==> src/verilog/eri_pkg.sv <==
// shared constants and types for the external reference decoder
package eri_pkg;
    localparam int XLEN = 16;
    localparam int IW = 10;
    localparam int NREG = 8;
    localparam int NCOND = 16;
    typedef logic [XLEN-1:0] eri_word_t;
    // instruction field positions inside the 10-bit word
    localparam int EXT_BIT = 9;
    localparam int OP_HI = 8;
    localparam int OP_LO = 6;
    localparam int MODE_HI = 5;
    localparam int MODE_LO = 3;
    localparam int TGT_HI = 2;
    localparam int TGT_LO = 0;
    localparam int DIR_BIT = 5;
    localparam int COND_EXT_BIT = 4;
    localparam int COND_HI = 3;
    localparam int BYTE_W = 8;
    localparam logic [IW-1:0] PREFIX_WORD = 10'h001;
    typedef enum logic [2:0] {
        OP_BRANCH = 3'b000,
        OP_STORE = 3'b001,
        OP_LOAD = 3'b010,
        OP_ADD = 3'b011,
        OP_SUB = 3'b100,
        OP_COMPARE = 3'b101,
        OP_AND = 3'b110,
        OP_XOR = 3'b111
    } eri_op_t;
    localparam logic [2:0] MODE_DIRECT = 3'h0;
    localparam logic [2:0] MODE_PINC_A = 3'h4;
    localparam logic [2:0] MODE_PINC_B = 3'h5;
    localparam logic [2:0] MODE_STACK = 3'h6;
    localparam logic [2:0] MODE_IMM = 3'h7;
    localparam logic [2:0] PC_IDX = 3'h7;
    localparam logic [2:0] SP_IDX = 3'h6;
    localparam eri_word_t ONE = 16'h0001;
    localparam eri_word_t RESET_WORD = 16'h0000;
    localparam int FL_C = 0;
    localparam int FL_WRAP = 1;
    localparam int FL_Z = 2;
    localparam int FL_S = 3;
    localparam logic [1:0] PH_ADDR = 2'h0;
    localparam logic [1:0] PH_FIRST = 2'h1;
    localparam logic [1:0] PH_SECOND = 2'h2;
    typedef enum logic [2:0] {
        ST_START = 3'b000,
        ST_FETCH = 3'b001,
        ST_DECODE = 3'b010,
        ST_ACC = 3'b011,
        ST_DATA = 3'b100,
        ST_EXEC = 3'b101
    } eri_state_t;
endpackage : eri_pkg
==> src/verilog/eri_decoder.sv <==
// instruction decode and execute engine for external reference instructions
// Overview of operation
// - only bits 9..0 of a fetched word form the instruction
// - bits 9..6 are the operation field, two groups of eight
// - bit 9 set marks external reference: register to bus address traffic
// - eight 16-bit working registers, all data and ALU paths 16 bits
// - carry from add, subtract, compare; subtract adds two's complement
// - overflow set on two's complement overflow of add, subtract, compare
// - zero flag set when the result is all zeros
// - sign flag copies the result's top bit
// - one 16-bit address space for memory and peripherals alike
// - opcodes: store 001, load 010, add 011, sub 100, compare 101, and 110, xor 111
// - low three bits name the source or destination register
// - mode 0 takes the next word as address, program counter plus two
// - modes 1 to 3 address through that register, left unchanged
// - modes 4 and 5 address through the register, then increment it
// - mode 6 stack: push post-increments, pull pre-decrements register 6
// - mode 7 immediate: operand at program counter plus one
// - after the prefix two words give low byte then high byte
// - prefix: two words in modes 4,5,7; one doubled byte in modes 1-3
// - opcode 000 branches; bit 4 picks external inputs, four bits pick one
// - false: fall through; true: add displacement, complemented if backward
// - program counter advances first, so register 7 as target branches
// - second operand and result live in the named register
//
// Our own choices: the plain strobed port and the placing of the registers.
`timescale 1ns/1ps
`default_nettype none
module eri_decoder (
    input wire logic clk_sys,
    input wire logic sys_rst,
    output logic [eri_pkg::XLEN-1:0] bus_addr,
    output logic bus_rd,
    output logic bus_wr,
    output logic [eri_pkg::XLEN-1:0] bus_wdata,
    input wire logic [eri_pkg::XLEN-1:0] bus_rdata,
    input wire logic [eri_pkg::NCOND-1:0] ext_cond,
    input wire logic [2:0] view_sel,
    output logic [eri_pkg::XLEN-1:0] view_data,
    output logic [3:0] flags,
    output logic [eri_pkg::XLEN-1:0] pc
);
    import eri_pkg::*;

    eri_state_t state_q, state_d;
    eri_word_t regs_q [NREG];
    eri_word_t regs_d [NREG];
    logic [IW-1:0] ir_q, ir_d;
    eri_word_t eff_addr_q, eff_addr_d, opnd_q, opnd_d;
    logic [BYTE_W-1:0] lo_q, lo_d;
    logic dbl_q, dbl_d;
    logic [1:0] phase_q, phase_d;
    logic [3:0] flags_q, flags_d;
    eri_word_t addr_q, addr_d, wdata_q, wdata_d, view_q, view_d;
    logic rd_q, rd_d, wr_q, wr_d;
    logic [NCOND-1:0] ext_meta_q, ext_sync_q;

    // decode straight from the bus in the decode cycle, from ir_q afterwards
    logic [IW-1:0] iw;
    eri_op_t opc_w, opc;
    logic [2:0] mode_w, tgt_w, mode, tgt;
    eri_word_t pc_inc;

    assign iw = (state_q == ST_DECODE) ? bus_rdata[IW-1:0] : ir_q;
    assign opc_w = eri_op_t'(iw[OP_HI:OP_LO]);
    assign mode_w = iw[MODE_HI:MODE_LO];
    assign tgt_w = iw[TGT_HI:TGT_LO];
    assign opc = eri_op_t'(ir_q[OP_HI:OP_LO]);
    assign mode = ir_q[MODE_HI:MODE_LO];
    assign tgt = ir_q[TGT_HI:TGT_LO];
    assign pc_inc = regs_q[PC_IDX] + ONE;

    // ALU: subtract and compare add the inverted operand plus one
    eri_word_t a_op, b_op, res;
    logic [XLEN:0] sum;
    logic ovf, arith, logic_op;
    assign a_op = regs_q[tgt];
    assign b_op = (opc == OP_ADD) ? opnd_q : ~opnd_q;
    assign sum = {1'b0, a_op} + {1'b0, b_op} + {{XLEN{1'b0}}, opc != OP_ADD};
    assign ovf = (a_op[XLEN-1] == b_op[XLEN-1]) && (sum[XLEN-1] != a_op[XLEN-1]);
    assign arith = (opc == OP_ADD) || (opc == OP_SUB) || (opc == OP_COMPARE);
    assign logic_op = (opc == OP_AND) || (opc == OP_XOR);

    always_comb begin
        case (opc)
            OP_LOAD: res = opnd_q;
            OP_AND: res = a_op & opnd_q;
            OP_XOR: res = a_op ^ opnd_q;
            OP_ADD, OP_SUB, OP_COMPARE: res = sum[XLEN-1:0];
            default: res = a_op;
        endcase
    end

    // branch conditions: low three bits pick a flag test, bit 3 inverts it
    logic [COND_HI:0] ccode;
    logic cbase, cond_true;
    eri_word_t br_target;
    assign ccode = ir_q[COND_HI:0];

    always_comb begin
        case (ccode[2:0])
            3'h0: cbase = 1'b1;
            3'h1: cbase = flags_q[FL_C];
            3'h2: cbase = flags_q[FL_WRAP];
            3'h3: cbase = ~flags_q[FL_S];
            3'h4: cbase = flags_q[FL_Z];
            3'h5: cbase = flags_q[FL_S] ^ flags_q[FL_WRAP];
            3'h6: cbase = flags_q[FL_Z] | (flags_q[FL_S] ^ flags_q[FL_WRAP]);
            default: cbase = flags_q[FL_S] ^ flags_q[FL_C];
        endcase
    end

    // status pins arrive two flops late: a pin must settle before the branch executes
    assign cond_true = ir_q[COND_EXT_BIT] ? ext_sync_q[ccode] : (cbase ^ ccode[3]);
    assign br_target = regs_q[PC_IDX] + (ir_q[DIR_BIT] ? ~opnd_q : opnd_q);

    // modes 0 and 6 under the prefix fall back to a plain single word
    logic two_word, dup_byte;
    assign two_word = mode[2] && (mode != MODE_STACK);
    assign dup_byte = !mode[2] && (mode != MODE_DIRECT);

    always_comb begin
        state_d = state_q;
        regs_d = regs_q;
        ir_d = ir_q;
        eff_addr_d = eff_addr_q;
        opnd_d = opnd_q;
        lo_d = lo_q;
        dbl_d = dbl_q;
        phase_d = phase_q;
        flags_d = flags_q;
        addr_d = addr_q;
        wdata_d = wdata_q;
        rd_d = 1'b0;
        wr_d = 1'b0;
        view_d = regs_q[view_sel];
        case (state_q)
            ST_START: begin
                addr_d = regs_q[PC_IDX];
                rd_d = 1'b1;
                state_d = ST_FETCH;
            end
            ST_FETCH: begin
                state_d = ST_DECODE;
            end
            ST_DECODE: begin
                ir_d = iw;
                regs_d[PC_IDX] = pc_inc;
                if (!iw[EXT_BIT]) begin
                    // internal group is not executed here; only the prefix is kept
                    dbl_d = (iw == PREFIX_WORD);
                    addr_d = pc_inc;
                    rd_d = 1'b1;
                    state_d = ST_FETCH;
                end else begin
                    state_d = ST_ACC;
                    phase_d = PH_FIRST;
                    if (opc_w == OP_BRANCH || mode_w == MODE_DIRECT) begin
                        eff_addr_d = pc_inc;
                        regs_d[PC_IDX] = pc_inc + ONE;
                        phase_d = PH_ADDR;
                    end else if (mode_w == MODE_STACK && opc_w != OP_STORE) begin
                        eff_addr_d = regs_q[SP_IDX] - ONE;
                        regs_d[SP_IDX] = eff_addr_d;
                    end else begin
                        eff_addr_d = regs_d[mode_w];
                        if (mode_w[2]) begin
                            regs_d[mode_w] = eff_addr_d + ONE;
                        end
                    end
                    addr_d = eff_addr_d;
                    if (phase_d == PH_ADDR || opc_w != OP_STORE) begin
                        rd_d = 1'b1;
                    end else begin
                        wr_d = 1'b1;
                        wdata_d = regs_d[tgt_w];
                    end
                end
            end
            ST_ACC: begin
                // a store has no data cycle, so the next fetch follows it at once
                if (wr_q) begin
                    addr_d = regs_q[PC_IDX];
                    rd_d = 1'b1;
                    dbl_d = 1'b0;
                    state_d = ST_FETCH;
                end else begin
                    state_d = ST_DATA;
                end
            end
            ST_DATA: begin
                case (phase_q)
                    PH_ADDR: begin
                        if (opc == OP_BRANCH) begin
                            opnd_d = bus_rdata;
                            state_d = ST_EXEC;
                        end else begin
                            eff_addr_d = bus_rdata;
                            addr_d = bus_rdata;
                            rd_d = (opc != OP_STORE);
                            wr_d = (opc == OP_STORE);
                            wdata_d = regs_q[tgt];
                            phase_d = PH_FIRST;
                            state_d = ST_ACC;
                        end
                    end
                    PH_FIRST: begin
                        if (dbl_q && two_word) begin
                            lo_d = bus_rdata[BYTE_W-1:0];
                            eff_addr_d = eff_addr_q + ONE;
                            regs_d[mode] = regs_q[mode] + ONE;
                            addr_d = eff_addr_q + ONE;
                            rd_d = 1'b1;
                            phase_d = PH_SECOND;
                            state_d = ST_ACC;
                        end else begin
                            if (dbl_q && dup_byte) begin
                                opnd_d = {bus_rdata[BYTE_W-1:0], bus_rdata[BYTE_W-1:0]};
                            end else begin
                                opnd_d = bus_rdata;
                            end
                            state_d = ST_EXEC;
                        end
                    end
                    default: begin
                        opnd_d = {bus_rdata[BYTE_W-1:0], lo_q};
                        state_d = ST_EXEC;
                    end
                endcase
            end
            ST_EXEC: begin
                if (opc == OP_BRANCH) begin
                    if (cond_true) begin
                        regs_d[PC_IDX] = br_target;
                    end
                end else begin
                    if (opc != OP_COMPARE) begin
                        regs_d[tgt] = res;
                    end
                    if (arith) begin
                        flags_d[FL_C] = sum[XLEN];
                        flags_d[FL_WRAP] = ovf;
                    end
                    if (arith || logic_op) begin
                        flags_d[FL_Z] = (res == RESET_WORD);
                        flags_d[FL_S] = res[XLEN-1];
                    end
                end
                addr_d = regs_d[PC_IDX];
                rd_d = 1'b1;
                dbl_d = 1'b0;
                state_d = ST_FETCH;
            end
            default: begin
                state_d = ST_START;
            end
        endcase
    end

    // one flop group per register keeps every element a single-process driver
    for (genvar g = 0; g < NREG; g++) begin : g_regs
        always_ff @(posedge clk_sys or posedge sys_rst) begin
            if (sys_rst) begin
                regs_q[g] <= RESET_WORD;
            end else begin
                regs_q[g] <= regs_d[g];
            end
        end
    end

    always_ff @(posedge clk_sys or posedge sys_rst) begin
        if (sys_rst) begin
            state_q <= ST_START;
            ir_q <= '0;
            eff_addr_q <= RESET_WORD;
            opnd_q <= RESET_WORD;
            lo_q <= '0;
            dbl_q <= 1'b0;
            phase_q <= PH_ADDR;
            flags_q <= '0;
            addr_q <= RESET_WORD;
            wdata_q <= RESET_WORD;
            rd_q <= 1'b0;
            wr_q <= 1'b0;
            view_q <= RESET_WORD;
            ext_meta_q <= '0;
            ext_sync_q <= '0;
        end else begin
            state_q <= state_d;
            ir_q <= ir_d;
            eff_addr_q <= eff_addr_d;
            opnd_q <= opnd_d;
            lo_q <= lo_d;
            dbl_q <= dbl_d;
            phase_q <= phase_d;
            flags_q <= flags_d;
            addr_q <= addr_d;
            wdata_q <= wdata_d;
            rd_q <= rd_d;
            wr_q <= wr_d;
            view_q <= view_d;
            // status pins are asynchronous to clk_sys
            ext_meta_q <= ext_cond;
            ext_sync_q <= ext_meta_q;
        end
    end

    assign bus_addr = addr_q;
    assign bus_rd = rd_q;
    assign bus_wr = wr_q;
    assign bus_wdata = wdata_q;
    assign view_data = view_q;
    assign flags = flags_q;
    assign pc = regs_q[PC_IDX];
endmodule : eri_decoder
`default_nettype wire

==> config.mk <==
export PLATFORM = sky130hd
export DESIGN_NAME = eri_decoder
export DESIGN_NICKNAME = d
export VERILOG_FILES = /design/src/verilog/eri_pkg.sv /design/src/verilog/eri_decoder.sv
export SDC_FILE = /design/constraint.sdc
export NUM_CORES = 2
export LEC_CHECK = 0
export ABC_AREA = 1
export BUFFER_PORTS_ARGS = -buffer_cell sky130_fd_sc_hd__buf_2
export CORE_MARGIN = 5
export CORE_UTILIZATION = 30
export DETAILED_ROUTE_END_ITERATION = 6
export PLACE_DENSITY = 0.57
export SYNTH_ARGS = -nofsm -noshare
export SYNTH_HDL_FRONTEND = slang
export SYNTH_SLANG_ARGS = --single-unit
==> constraint.sdc <==
create_clock -name clk_sys -period 12.2 [get_ports clk_sys]
set_clock_uncertainty 0.2 [all_clocks]
set_input_delay 2.44 -clock clk_sys [delete_from_list [all_inputs] [get_ports clk_sys]]
set_output_delay 2.44 -clock clk_sys [all_outputs]
set_load 0.05 [all_outputs]
==> impl_metrics.json <==
{
  "drive_above_1_share_pct": 8.96,
  "path_cells": "buf_2 > nand4_2 > nand2_4 > nor2_1 > buf_4 > nand2_2 > nand3_1 > inv_1 > nand3_1 > o21ai_1 > nor2_1 > nor2_1 > nand2_1 > nand2_1 > nand2_1 > nand2_1 > nand2_1",
  "path_buf_inv": 3,
  "r2r-end": "flags[2]$_DFFE_PP0P_",
  "postCtsSetupBuffers": 0,
  "die_w_um": 303,
  "antenna_found_initial": 6,
  "io_buffers": 106,
  "grt_usage_pct": 31.4,
  "drt-wirelength-per-cell_um": 28.7,
  "ff2ff_setup_slack_ns": 6.34,
  "min_delay_worst_endpoint": "ext_sync_q[12]$_DFF_PP0_",
  "critPathCaptureType": "register",
  "fin_area_um2": 28500,
  "ctsResizeCount": 0,
  "cts_tree": "done",
  "ant_nets": 0,
  "syn_avg_cell_area_um2": 6.28,
  "status": "complete, no violations",
  "setup_viol": 0,
  "worst_slew_pin_slew_ns": 1.36,
  "synth_cells": 4096,
  "async_flop_share_pct": 100,
  "area_growth_pct": 10.9,
  "synth_edf_count": 0,
  "yosys.cell_types.count": 66,
  "grt_pass1_wl_mm": 211,
  "fin_crit_sh_pct": 52.3,
  "cp_top_family": "simple AND/OR/NAND/NOR gates",
  "rows": 107,
  "start_util_pct": 30.2,
  "dp_slack_ns": 5.37,
  "coreArea_um2": 85100,
  "cts_buffers": 38,
  "startpoint": "bus_rdata[3]",
  "slew_headroom_pct": 8.74,
  "setup_slack_ns": 5.82,
  "rr_worst_depth": 21,
  "placed_cell_area_um2": 27300,
  "routed_wl_mm": 150,
  "worstSkewPairLatency_ns": 0.61,
  "hold_path_startpoint": "ext_meta_q[12]$_DFF_PP0_",
  "cp_data_required_time_ns": 12.46,
  "crit_top_cell": "nand2_1",
  "ctsHoldBuffers": 0,
  "synth_flop_cell": "dfrtp_1",
  "syn-num-nets": 4187,
  "syn_area_um2": 25700,
  "clkTransAtPathRegs_ns": 0.05,
  "final_net_count": 4158,
  "h-tree-depth": 2,
  "maxCapViolCount": 0,
  "gp_congestion": 1.07,
  "grt_max_degree": 93,
  "grt_pass1_vias": 28500,
  "min_period_ns": 6.38,
  "worst-setup-path-type": "input port to register",
  "dieHeight_um": 303,
  "viasPerCell": 6.15,
  "critPathSlowestCell": "nand2_4",
  "synth_seq_area_share_pct": 26.3,
  "firstDrtPassIters": 7,
  "ys_seq_elements": 270,
  "grt-ovfl-total": 0,
  "fin_tns_setup_ns": 0,
  "io_pins": 107,
  "drtIter0Drc": 5660,
  "cts_sinks": 270,
  "crit_arrival_ns": 6.64,
  "clk_path_buf_depth": 3,
  "die_area_um2": 91700,
  "start_kind": "input port",
  "yosys_warnings": 0,
  "vias": 32200,
  "max_freq_mhz": 157,
  "critical_path.max_fanout": 67,
  "hpwl_mm": 108,
  "worstHoldPathCells": 0,
  "hold_violations": 0,
  "rsz0062_at_grt": "no",
  "worst_path_largest_cell_delay_ns": 0.76,
  "r2r-start": "ir_q[0]$_DFFE_PP0P_",
  "cts_root_buf": "clkbuf_16",
  "holdCritPathClass": "register to register",
  "drc_errors": 0,
  "slew_viol_final": 0
}
==> synth_stat cells (9+ instances only) <==
library cell  count  share of area [%]
buf_4            25               0.73
a31oi_1          47                1.1
clkinv_1         12               0.18
o22ai_1         116                2.8
nand2_2          14               0.34
a22oi_1          66                1.9
a211oi_1         12               0.35
clkbuf_1        200                2.9
dfrtp_1         270                 26
o211ai_1         73                2.1
inv_1           336                4.9
xor2_1           59                2.0
inv_2            17               0.25
o221ai_1         25               0.85
nor2_1          328                4.8
a21oi_1         440                8.6
ha_1             52                2.5
buf_6            10               0.44
o2111ai_1        11               0.37
buf_2            30               0.58
a32oi_1          11               0.37
nand2_1         914                 13
nand3_1         232                4.5
nor2_2           15               0.36
xnor2_1           9               0.31
buf_1            12               0.18
a221oi_1         28               0.95
o21ai_0         517                 10
or2_2            11               0.27
o21ai_1          58                1.1
nand4_1          33               0.80
nor3_1           26               0.51
==> worst max-delay path by stage <==
stage,endpoint,cells past startpoint
CTS,bus_wdata[10]$_DFFE_PP0P_,23
finish,bus_wdata[11]$_DFFE_PP0P_,17
floorplan,bus_addr[0]$_DFFE_PP0P_,1
global route,bus_wdata[10]$_DFFE_PP0P_,23
detailed placement,bus_wdata[10]$_DFFE_PP0P_,23
global placement,bus_wdata[10]$_DFFE_PP0P_,23
==> cell type report <==
cell class | count | area [um2]
Fill cell | 9493 | 56600
Multi-Input combinational cell | 3182 | 16400
Sequential cell | 270 | 6760
Tap cell | 1144 | 1430
Inverter | 367 | 1390
Timing Repair Buffer | 208 | 1300
Clock buffer | 48 | 1030
Clock inverter | 20 | 236
Antenna cell | 1 | 2.50
==> state kept, by name, summed over array words and instances (netlist names) <==
register	count
lo_q	8
bus_wr	1
eff_addr_q	16
dbl_q	1
pc	16
phase_q	2
bus_addr	16
view_data	16
bus_wdata	16
flags	4
ext_sync_q	16
opnd_q	16
regs_q	112
state_q	3
ir_q	10
bus_rd	1
ext_meta_q	16
==> layout by cell type, fill, tap and decap left out, types with 26 or more instances in the layout <==
| cell type | count |
|---|---|
| inv_1 | 333 |
| nand4_1 | 33 |
| o22ai_1 | 116 |
| nand3_1 | 232 |
| o211ai_1 | 73 |
| a21oi_1 | 440 |
| a221oi_1 | 28 |
| buf_2 | 106 |
| o21ai_1 | 68 |
| a31oi_1 | 47 |
| nand2_1 | 913 |
| xor2_1 | 59 |
| ha_1 | 52 |
| buf_4 | 102 |
| nor3_1 | 26 |
| clkbuf_16 | 38 |
| dfrtp_1 | 270 |
| a22oi_1 | 66 |
| o21ai_0 | 506 |
| nor2_1 | 323 |
==> cells by family after synthesis <==
| logic type | share of synthesized area (%) |
|---|---|
| buffers and inverters | 10.2 |
| adders and majority gates | 2.68 |
| DFF | 26.3 |
| xor gates and xnor gates | 2.57 |
| AOI/OAI and AO/OA | 32.1 |
| and+or+nand+nor | 26.2 |
==> metal layers <==
metal  vias up  global-route usage [%]  part of all wire [%]
met4         6                    17.6                   7.4
met5         -                       0                 0.023
met2      2585                    43.9                    39
li1      14100                       -                     -
met3       534                    9.19                    14
met1     15000                    43.0                    39
==> per-stage QoR <==
| step | utilization, % | cells | hold slack [ns] |
|---|---|---|---|
| finish | 33.5 | 5240 | 0.146 |
| CTS | 33.5 | 5239 | 0.146 |
| detailed placement | 32.0 | 5171 | 0.135 |
| global placement | 32.0 | 5171 | 0.133 |
| global route | 33.5 | 5239 | 0.157 |
| floorplan | - | 4096 | 0.131 |
Power is not shown: default switching activity piles up to over one toggle a cycle in this logic, so the estimate is an artifact.
